### config.mk
export PLATFORM = sky130hd
export DESIGN_NAME = mixer_if_config_regs
export DESIGN_NICKNAME = d
export VERILOG_FILES = /design/src/mixer_if_pkg.sv /design/src/cfg_reg_cell.sv /design/src/run_gate.sv /design/src/mixer_if_config_regs.sv
export VERILOG_INCLUDE_DIRS = /design/src
export SDC_FILE = /design/constraint.sdc
export NUM_CORES = 1
export LEC_CHECK = 0
export BUFFER_PORTS_ARGS = -buffer_cell sky130_fd_sc_hd__buf_4
export CAP_MARGIN = 20
export CORE_ASPECT_RATIO = 1.1
export CORE_MARGIN = 1
export CORE_UTILIZATION = 30
export DETAILED_ROUTE_END_ITERATION = 12
export SLEW_MARGIN = 10
export SYNTH_ARGS = -nofsm -noshare
export SYNTH_HDL_FRONTEND = slang
export SYNTH_SLANG_ARGS = --single-unit
### constraint.sdc
create_clock -name ref_clk -period 3.21 [get_ports ref_clk]
set_input_delay 0 -clock ref_clk [delete_from_list [all_inputs] [get_ports ref_clk]]
set_output_delay 0 -clock ref_clk [all_outputs]
set_load 0.005 [all_outputs]
### src/mixer_if_cfg.svh
// Offsets, field positions, reset values and widths of the mixer and IF configuration bank
`ifndef MIXER_IF_CFG_SVH
`define MIXER_IF_CFG_SVH

// ----------------------------------------------------------------------------
// Port widths, register count and bank code
// ----------------------------------------------------------------------------
`define MIF_ADDR_W        9
`define MIF_DATA_W        8
`define MIF_NUM_REGS      9
`define MIF_BANK_W        2
`define MIF_BANK_MIXER    2'h1

// ----------------------------------------------------------------------------
// Register offsets
// ----------------------------------------------------------------------------
`define MIF_OFF_MODE_ENABLES   9'h101
`define MIF_OFF_IF_CHAIN       9'h102
`define MIF_OFF_COMMON_MODE    9'h103
`define MIF_OFF_LO_SKEW_I      9'h104
`define MIF_OFF_LO_SKEW_Q      9'h105
`define MIF_OFF_NULL_IP        9'h106
`define MIF_OFF_NULL_IN        9'h107
`define MIF_OFF_NULL_QP        9'h108
`define MIF_OFF_NULL_QN        9'h109

// ----------------------------------------------------------------------------
// Reset values
// ----------------------------------------------------------------------------
`define MIF_RST_MODE_ENABLES   8'h7F
`define MIF_RST_IF_CHAIN       8'h3F
`define MIF_RST_COMMON_MODE    8'h51
`define MIF_RST_LO_SKEW_I      8'h5F
`define MIF_RST_LO_SKEW_Q      8'h5F
`define MIF_RST_NULL           8'h7F
`define MIF_RD_UNMAPPED        8'h00

// ----------------------------------------------------------------------------
// Field positions
// ----------------------------------------------------------------------------
`define MIF_BIT_MIXER_ON       3
`define MIF_BIT_SENSE_ON       2
`define MIF_BIT_GAIN_ON        0
`define MIF_BIT_SENSE_ALWAYS   7
`define MIF_BIT_GAIN_ALWAYS    6
`define MIF_BIT_ATTEN_ON       5
`define MIF_GAIN_STAGE_HI      3
`define MIF_GAIN_STAGE_LO      1
`define MIF_TRIM_HI            6
`define MIF_TRIM_LO            0

`endif

### src/mixer_if_pkg.sv
// Types shared by the mixer and IF configuration bank
package mixer_if_pkg;

	// --------------------------------------------------------------------
	// Control word handed to the analog path
	// --------------------------------------------------------------------
	typedef struct packed {
		logic       mixerOn;
		logic       ifPowerSenseOn;
		logic       autoGainOn;
		logic       senseAlwaysRun;
		logic       gainLoopAlwaysRun;
		logic       senseRun;
		logic       gainLoopRun;
		logic       ifAttenStageOn;
		logic [2:0] ifGainStageOn;
		logic [6:0] basebandCommonLevel;
		logic [6:0] loSkewIPath;
		logic [6:0] loSkewQPath;
		logic [6:0] carrierNullIPos;
		logic [6:0] carrierNullINeg;
		logic [6:0] carrierNullQPos;
		logic [6:0] carrierNullQNeg;
	} ctrl_s;

	typedef logic [7:0] byte_t;

endpackage : mixer_if_pkg

### src/cfg_reg_cell.sv
// One read/write configuration byte with its own reset value
`timescale 1ns/10ps
module cfg_reg_cell #(
	parameter int                DataWidth = 8,
	parameter logic [DataWidth-1:0] ResetVal = '0
) (
	input  wire logic                 ref_clk,
	input  wire logic                 arst_n,
	input  wire logic                 wrHit,
	input  wire logic [DataWidth-1:0] wrData,
	output logic      [DataWidth-1:0] value
);

	logic [DataWidth-1:0] value_d;
	logic [DataWidth-1:0] value_q;

	// Load on a hit, otherwise hold
	always_comb begin
		value_d = wrHit ? wrData : value_q;
	end

	always_ff @(posedge ref_clk or negedge arst_n) begin
		if (!arst_n) begin
			value_q <= ResetVal;
		end else begin
			value_q <= value_d;
		end
	end

	assign value = value_q;

endmodule : cfg_reg_cell

### src/run_gate.sv
// Decodes stored bytes into the registered control word, with power-down gating
`timescale 1ns/10ps
`include "mixer_if_cfg.svh"
module run_gate (
	input  wire logic                  ref_clk,
	input  wire logic                  arst_n,
	input  wire logic                  powerDown,
	input  wire mixer_if_pkg::byte_t   modeByte,
	input  wire mixer_if_pkg::byte_t   chainByte,
	input  wire mixer_if_pkg::byte_t   cmByte,
	input  wire mixer_if_pkg::byte_t   skewIByte,
	input  wire mixer_if_pkg::byte_t   skewQByte,
	input  wire mixer_if_pkg::byte_t   nullIpByte,
	input  wire mixer_if_pkg::byte_t   nullInByte,
	input  wire mixer_if_pkg::byte_t   nullQpByte,
	input  wire mixer_if_pkg::byte_t   nullQnByte,
	output mixer_if_pkg::ctrl_s        ctrl
);

	mixer_if_pkg::ctrl_s ctrl_d;
	mixer_if_pkg::ctrl_s ctrl_q;

	always_comb begin
		ctrl_d                     = ctrl_q;
		ctrl_d.mixerOn             = modeByte[`MIF_BIT_MIXER_ON];
		ctrl_d.ifPowerSenseOn      = modeByte[`MIF_BIT_SENSE_ON];
		ctrl_d.autoGainOn          = modeByte[`MIF_BIT_GAIN_ON];
		ctrl_d.senseAlwaysRun      = chainByte[`MIF_BIT_SENSE_ALWAYS];
		ctrl_d.gainLoopAlwaysRun   = chainByte[`MIF_BIT_GAIN_ALWAYS];
		// Detector runs in power-down, or always when overridden
		ctrl_d.senseRun            = modeByte[`MIF_BIT_SENSE_ON]
			& (chainByte[`MIF_BIT_SENSE_ALWAYS] | powerDown);
		// Gain loop runs in power-down, or always when overridden
		ctrl_d.gainLoopRun         = modeByte[`MIF_BIT_GAIN_ON]
			& (chainByte[`MIF_BIT_GAIN_ALWAYS] | powerDown);
		ctrl_d.ifAttenStageOn      = chainByte[`MIF_BIT_ATTEN_ON];
		ctrl_d.ifGainStageOn       = chainByte[`MIF_GAIN_STAGE_HI:`MIF_GAIN_STAGE_LO];
		ctrl_d.basebandCommonLevel = cmByte[`MIF_TRIM_HI:`MIF_TRIM_LO];
		ctrl_d.loSkewIPath         = skewIByte[`MIF_TRIM_HI:`MIF_TRIM_LO];
		ctrl_d.loSkewQPath         = skewQByte[`MIF_TRIM_HI:`MIF_TRIM_LO];
		ctrl_d.carrierNullIPos     = nullIpByte[`MIF_TRIM_HI:`MIF_TRIM_LO];
		ctrl_d.carrierNullINeg     = nullInByte[`MIF_TRIM_HI:`MIF_TRIM_LO];
		ctrl_d.carrierNullQPos     = nullQpByte[`MIF_TRIM_HI:`MIF_TRIM_LO];
		ctrl_d.carrierNullQNeg     = nullQnByte[`MIF_TRIM_HI:`MIF_TRIM_LO];
	end

	// Reset image matches the bank's reset bytes, power-down assumed off
	always_ff @(posedge ref_clk or negedge arst_n) begin
		if (!arst_n) begin
			ctrl_q                     <= '0;
			ctrl_q.mixerOn             <= 1'b1;
			ctrl_q.ifPowerSenseOn      <= 1'b1;
			ctrl_q.autoGainOn          <= 1'b1;
			ctrl_q.ifAttenStageOn      <= 1'b1;
			ctrl_q.ifGainStageOn       <= 3'h7;
			ctrl_q.basebandCommonLevel <= 7'h51;
			ctrl_q.loSkewIPath         <= 7'h5F;
			ctrl_q.loSkewQPath         <= 7'h5F;
			ctrl_q.carrierNullIPos     <= 7'h7F;
			ctrl_q.carrierNullINeg     <= 7'h7F;
			ctrl_q.carrierNullQPos     <= 7'h7F;
			ctrl_q.carrierNullQNeg     <= 7'h7F;
		end else begin
			ctrl_q <= ctrl_d;
		end
	end

	assign ctrl = ctrl_q;

endmodule : run_gate

### src/mixer_if_config_regs.sv
// Mixer and IF path configuration register bank behind the serial port
//
// Contract
// - Bit 3 of 0x101 turns the mixer on; resets to one.
// - Detector bit 2 and gain-loop bit 0 of 0x101 reset to one.
// - Bit 7 of 0x102: zero runs detector only in power-down; one always.
// - Bit 6 of 0x102: zero runs gain loop only in power-down; one always.
// - IF amplifier field bits 3:1 resets 0x7; attenuator bit 5 resets one.
// - Seven-bit I path LO skew trim resets 0x5F, bit 7 zero.
// - Seven-bit Q path LO skew trim at 0x105 resets 0x5F.
// - Carrier null trims reset 0x7F; software writes 0x5F for IF mode.
`timescale 1ns/10ps
`include "mixer_if_cfg.svh"
module mixer_if_config_regs #(
	parameter int AddrWidth = `MIF_ADDR_W,
	parameter int NumRegs   = `MIF_NUM_REGS
) (
	input  wire logic                    ref_clk,
	input  wire logic                    arst_n,
	input  wire logic                    regWrEn,
	input  wire logic                    regRdEn,
	input  wire logic [AddrWidth-1:0]    regAddr,
	input  wire mixer_if_pkg::byte_t     regWrData,
	input  wire logic [`MIF_BANK_W-1:0]  bankSel,
	input  wire logic                    powerDown,
	output mixer_if_pkg::byte_t          regRdData,
	output logic                         regRdValid,
	output mixer_if_pkg::ctrl_s          ctrl
);

	// ------------------------------------------------------------------------
	// Register map
	// ------------------------------------------------------------------------
	localparam logic [AddrWidth-1:0] RegOffset [NumRegs] = '{
		`MIF_OFF_MODE_ENABLES,
		`MIF_OFF_IF_CHAIN,
		`MIF_OFF_COMMON_MODE,
		`MIF_OFF_LO_SKEW_I,
		`MIF_OFF_LO_SKEW_Q,
		`MIF_OFF_NULL_IP,
		`MIF_OFF_NULL_IN,
		`MIF_OFF_NULL_QP,
		`MIF_OFF_NULL_QN
	};

	localparam mixer_if_pkg::byte_t RegReset [NumRegs] = '{
		`MIF_RST_MODE_ENABLES,
		`MIF_RST_IF_CHAIN,
		`MIF_RST_COMMON_MODE,
		`MIF_RST_LO_SKEW_I,
		`MIF_RST_LO_SKEW_Q,
		`MIF_RST_NULL,
		`MIF_RST_NULL,
		`MIF_RST_NULL,
		`MIF_RST_NULL
	};

	// ------------------------------------------------------------------------
	// Storage
	// ------------------------------------------------------------------------
	logic                 wrHit [NumRegs];
	logic                 rdHit [NumRegs];
	mixer_if_pkg::byte_t  regVal [NumRegs];

	genvar gi;
	generate
		for (gi = 0; gi < NumRegs; gi++) begin : g_reg
			// Full byte stored, reserved bits included
			assign wrHit[gi] = regWrEn && (regAddr == RegOffset[gi]);
			assign rdHit[gi] = (regAddr == RegOffset[gi]);

			cfg_reg_cell #(
				.DataWidth (`MIF_DATA_W),
				.ResetVal  (RegReset[gi])
			) u_cell (
				.ref_clk (ref_clk),
				.arst_n  (arst_n),
				.wrHit   (wrHit[gi]),
				.wrData  (regWrData),
				.value   (regVal[gi])
			);
		end
	endgenerate

	// ------------------------------------------------------------------------
	// Read path
	// ------------------------------------------------------------------------
	mixer_if_pkg::byte_t rdData_d;
	mixer_if_pkg::byte_t rdData_q;
	logic                rdValid_d;
	logic                rdValid_q;

	always_comb begin
		rdData_d  = `MIF_RD_UNMAPPED;
		rdValid_d = regRdEn;
		// Other bank selections steer reads away from this bank
		if (regRdEn && (bankSel == `MIF_BANK_MIXER)) begin
			for (int i = 0; i < NumRegs; i++) begin
				if (rdHit[i]) begin
					rdData_d = regVal[i];
				end
			end
		end
	end

	always_ff @(posedge ref_clk or negedge arst_n) begin
		if (!arst_n) begin
			rdData_q  <= 8'h00;
			rdValid_q <= 1'b0;
		end else begin
			rdData_q  <= rdData_d;
			rdValid_q <= rdValid_d;
		end
	end

	assign regRdData  = rdData_q;
	assign regRdValid = rdValid_q;

	// ------------------------------------------------------------------------
	// Control decode
	// ------------------------------------------------------------------------
	// Common-mode code is stored as written; software computes it
	run_gate u_gate (
		.ref_clk    (ref_clk),
		.arst_n     (arst_n),
		.powerDown  (powerDown),
		.modeByte   (regVal[0]),
		.chainByte  (regVal[1]),
		.cmByte     (regVal[2]),
		.skewIByte  (regVal[3]),
		.skewQByte  (regVal[4]),
		.nullIpByte (regVal[5]),
		.nullInByte (regVal[6]),
		.nullQpByte (regVal[7]),
		.nullQnByte (regVal[8]),
		.ctrl       (ctrl)
	);

endmodule : mixer_if_config_regs

==> qor.log <==
INFO  yosys          synthMostInstantiatedCell=sky130_fd_sc_hd__dfstp_2
INFO  yosys          synth_flop_cell=sky130_fd_sc_hd__dfstp_2
INFO  hold_path      hold_class=in -> reg
INFO  clocking       clock-root-buffer=sky130_fd_sc_hd__clkbuf_16
INFO  outcome        status=finished clean
INFO  global_routing globalRouteTotalUtil=14.86%
INFO  pwr            total_leakage_power=3.122nW
INFO  clocking       clk_pin_slew=0.06ns
INFO  worst_setup_path critical-path-slowest-cell=sky130_fd_sc_hd__nor3_2
INFO  pwr            power.share.switching=21.21%
INFO  clocking       cts_tree=built
INFO  worst_setup_path worst_reg_to_reg_path_cell_count=4
INFO  worst_setup_path worstPathBufferInverterCount=2
INFO  placed_design  port-buffer-count=92
INFO  drt            drc=0
INFO  layout         antennaDiodeCount=0
INFO  yosys          ys_seq_elements=141
INFO  floorplanning  design.portCount=93
INFO  clocking       insertion_delay=0.42ns
INFO  pwr            power.ir.vdd_worst=0.0003637V
INFO  placed_design  hpwlAfterDp=8699µm
INFO  global_routing grt_max_degree=92
INFO  worst_setup_path crit_path_max_fanout=8
INFO  layout         layout-area-overhead-vs-synth=30.15%
INFO  yosys          synthesis.nets=389
INFO  worst_setup_path critPathTopFamily=simple AND/OR/NAND/NOR gates
INFO  timing         finalSetupTns=0ns
INFO  drt            num_vias=3446
INFO  layout         design.final.nets=498
INFO  worst_setup_path timing_worst_setup_path_type=in -> reg
INFO  drt            routed_wl=13180µm
INFO  placed_design  place_area=0.006491mm²
INFO  clocking       ctsHtreeMaxLevel=4
INFO  worst_setup_path crit_path_cell_trace=dlygate4sd3_1, buf_4, nor4_4, nand3_4, nor3_2, mux2_2
INFO  drt            dr.pass1.iters=4
INFO  drt            drt-vias-per-instance=4.753
INFO  global_routing grt.overflow.total=0
INFO  timing         relSlewSlack=35.88%
INFO  worst_setup_path slowest_delay=0.75ns
INFO  pwr            power.net_switching=0.8613mW
INFO  drt            wirelength_per_cell=18.18µm
INFO  timing         grt_setup_unrepaired=false
INFO  yosys          synth_enable_flop_cells=0
INFO  floorplanning  core-area=0.01793mm²
INFO  yosys          post-synth-top-area-fraction=50.16%
INFO  pwr            clock_power_share=48.1%
INFO  global_routing number_of_global_route_vias_before_repair=3638
INFO  worst_setup_path critical_path_required=3.51ns
INFO  yosys          synth_cells=365
INFO  yosys          syn-mean-instance-area=15.21µm²
INFO  yosys          synth.distinct_cells=44
INFO  yosys          async_set_or_reset_register_ratio_after_synthesis=100.0%
INFO  worst_setup_path arrival_time_at_the_worst_endpoint=2.28ns
INFO  drt            drtIter0Drc=343
INFO  timing         final-setup-viol-count=0
INFO  timing         finalClockSkew=0.004997ns
INFO  floorplanning  die_height=144.7µm
INFO  pwr            power_density=562.0mW/mm²
INFO  worst_setup_path endpoint_kind=flop
INFO  clocking       cts.repair_timing.setup_buffer_count=0
INFO  yosys          synth_commonest_cells=106 x sky130_fd_sc_hd__dfstp_2, 65 x sky130_fd_sc_hd__mux2_2, 35 x sky130_fd_sc_hd__dfrtp_1
INFO  layout         final_area=0.007227mm²
INFO  hold_path      count_of_cells_along_the_worst_hold_path=4
INFO  floorplanning  die_w=131.7µm
INFO  flow_run       maxCapViolations=0
INFO  timing         tightest_slew=0.9565ns
INFO  placed_design  gpl.final_weighted_congestion=0.7492
INFO  pwr            internal_pwr_total=3.200mW
INFO  floorplanning  fp.dieArea=0.01906mm²
INFO  global_routing grt_pass1_wl=20920µm
INFO  worst_setup_path worst_setup_path_start_kind=primary input
INFO  clocking       numClockSinks=141
INFO  layout         drive_gt1_share=65.50%
INFO  worst_setup_path critical_path_cell_count=6
INFO  timing         final_period_minus_worst_setup_slack=1.975ns
INFO  timing         final-hold-violation-count=0
INFO  pwr            power_frac_seq=46.4%
INFO  floorplanning  starting_density_of_the_core=30.97%
INFO  clocking       clk_path_buf_depth=2
INFO  yosys          yosys.area.top_type=sky130_fd_sc_hd__dfstp_2
INFO  yosys          synthesis.area=0.005553mm²
INFO  layout         fill_cells=1653
INFO  global_routing antenna_found_initial=0
INFO  yosys          synth.yosys.seq_area_share=65.93%
INFO  timing         timing.final.max_slew_violations=0
INFO  clocking       cts_inserted_buffers=17
INFO  yosys          synth.yosys.warnings=0
INFO  timing         timing.final.crit_share=61.52%
INFO  timing         fmax=506.4MHz
INFO  yosys          synth_top_cells_by_area=sky130_fd_sc_hd__dfstp_2 50%, sky130_fd_sc_hd__dfrtp_1 16%, sky130_fd_sc_hd__mux2_2 13%
INFO  floorplanning  rows=51
INFO  drt            detail-route-antenna-nets=0
INFO  pwr            combinationalPowerShare=5.5%
==> flip-flops by register name, indices dropped and copies added (netlist names) <==
signal and cells:
regRdData 8, regRdValid 1, g.u_cell.value 72, u_gate.ctrl 60
==> layer usage <==
layer	vias to the layer above	track usage [%]	share of wire, %
li1	1551	-	-
met1	1762	19.75	46
met2	105	22.61	46
met3	28	4.040	4.9
met4	0	6.916	2.6
met5	-	0	0
==> cell usage in the layout, fill, tap and decap left out, types with 8 or more instances in the layout <==
master	netlist	final
sky130_fd_sc_hd__nor3_1	9	9
sky130_fd_sc_hd__dfstp_2	106	106
sky130_fd_sc_hd__mux2_2	65	65
sky130_fd_sc_hd__dfrtp_1	35	35
sky130_fd_sc_hd__mux2i_1	15	15
sky130_fd_sc_hd__buf_4	0	92
sky130_fd_sc_hd__a22oi_1	8	8
sky130_fd_sc_hd__a21oi_1	10	10
sky130_fd_sc_hd__clkbuf_16	0	17
sky130_fd_sc_hd__dlygate4sd3_1	0	13
sky130_fd_sc_hd__mux2_4	8	8
sky130_fd_sc_hd__nand2_1	15	15
==> tightest hold or removal path: stages <==
cell and delay (ns):
sky130_fd_sc_hd__buf_4 0.10, sky130_fd_sc_hd__or4b_1 0.11, sky130_fd_sc_hd__nor3_1 0.08, sky130_fd_sc_hd__o311a_1 0.13
==> stage by stage <==
step / utilization, % / power (mW) / cells / hold WS [ns] / setup slack, ns
6_report: 40.30 / 4.061 / 725 / 0.04615 / 1.235
3_5_place_dp: 36.20 / 2.123 / 680 / 0.1241 / 0.8018
2_1_floorplan: - / 1.986 / 365 / -0.2956 / 1.719
5_1_grt: 40.30 / 4.219 / 725 / 0.04200 / 1.088
3_3_place_gp: 36.20 / 2.119 / 680 / 0.1205 / 0.8359
4_1_cts: 40.30 / 4.111 / 725 / 0.03097 / 1.236
==> layout make-up <==
class / count / area (µm²) / area share (%)
timing repair buffer: 107 / 852.1 / 11.79
multi-input combinational: 202 / 1792 / 24.79
tap: 238 / 297.8 / 4.121
clock buffer: 23 / 498.0 / 6.891
inverter: 5 / 18.77 / 0.2597
clock inverter: 9 / 107.6 / 1.489
sequential: 141 / 3661 / 50.66
==> path summary, 6_finish.rpt <==
check | endpoint | slack [ns] | from
setup / recovery | g_reg[4].u_cell.value[5] | 1.24 | regAddr[4]
hold / removal | regRdData[7] | 0.05 | regAddr[5]
setup reg to reg | regRdData[3] | 1.63 | g_reg[0].u_cell.value[3]
hold reg to reg | u_gate.ctrl[7] | 0.37 | g_reg[7].u_cell.value[0]
max in group asynchronous | g_reg[5].u_cell.value[2] | 2.16 | arst_n
min in group asynchronous | u_gate.ctrl[54] | 0.24 | arst_n
==> power by group through the flow <==
stage,logic [mW],clock network [mW],registers [mW]
after floorplan,0.0851,0,1.90
after global placement,0.209,0,1.91
after detailed placement,0.213,0,1.91
after CTS,0.227,2.00,1.89
after global routing,0.246,2.08,1.89
final,0.223,1.95,1.88
==> timing repair <==
action / 4_1_cts / 5_1_grt
hold buffers: 13 / 0
resized for setup: 0 / 0
setup endpoints to repair: 0 / 0
endpoints found under the hold margin: 103 / 0
==> kinds of logic after synthesis <==
family | synth area share (%)
AO/OA/AOI/OAI | 6.129
flip-flops | 65.93
buffers and inverters | 1.803
multiplexers | 18.05
AND/OR/NAND/NOR | 8.090
Power figures use the tool's default switching activity.
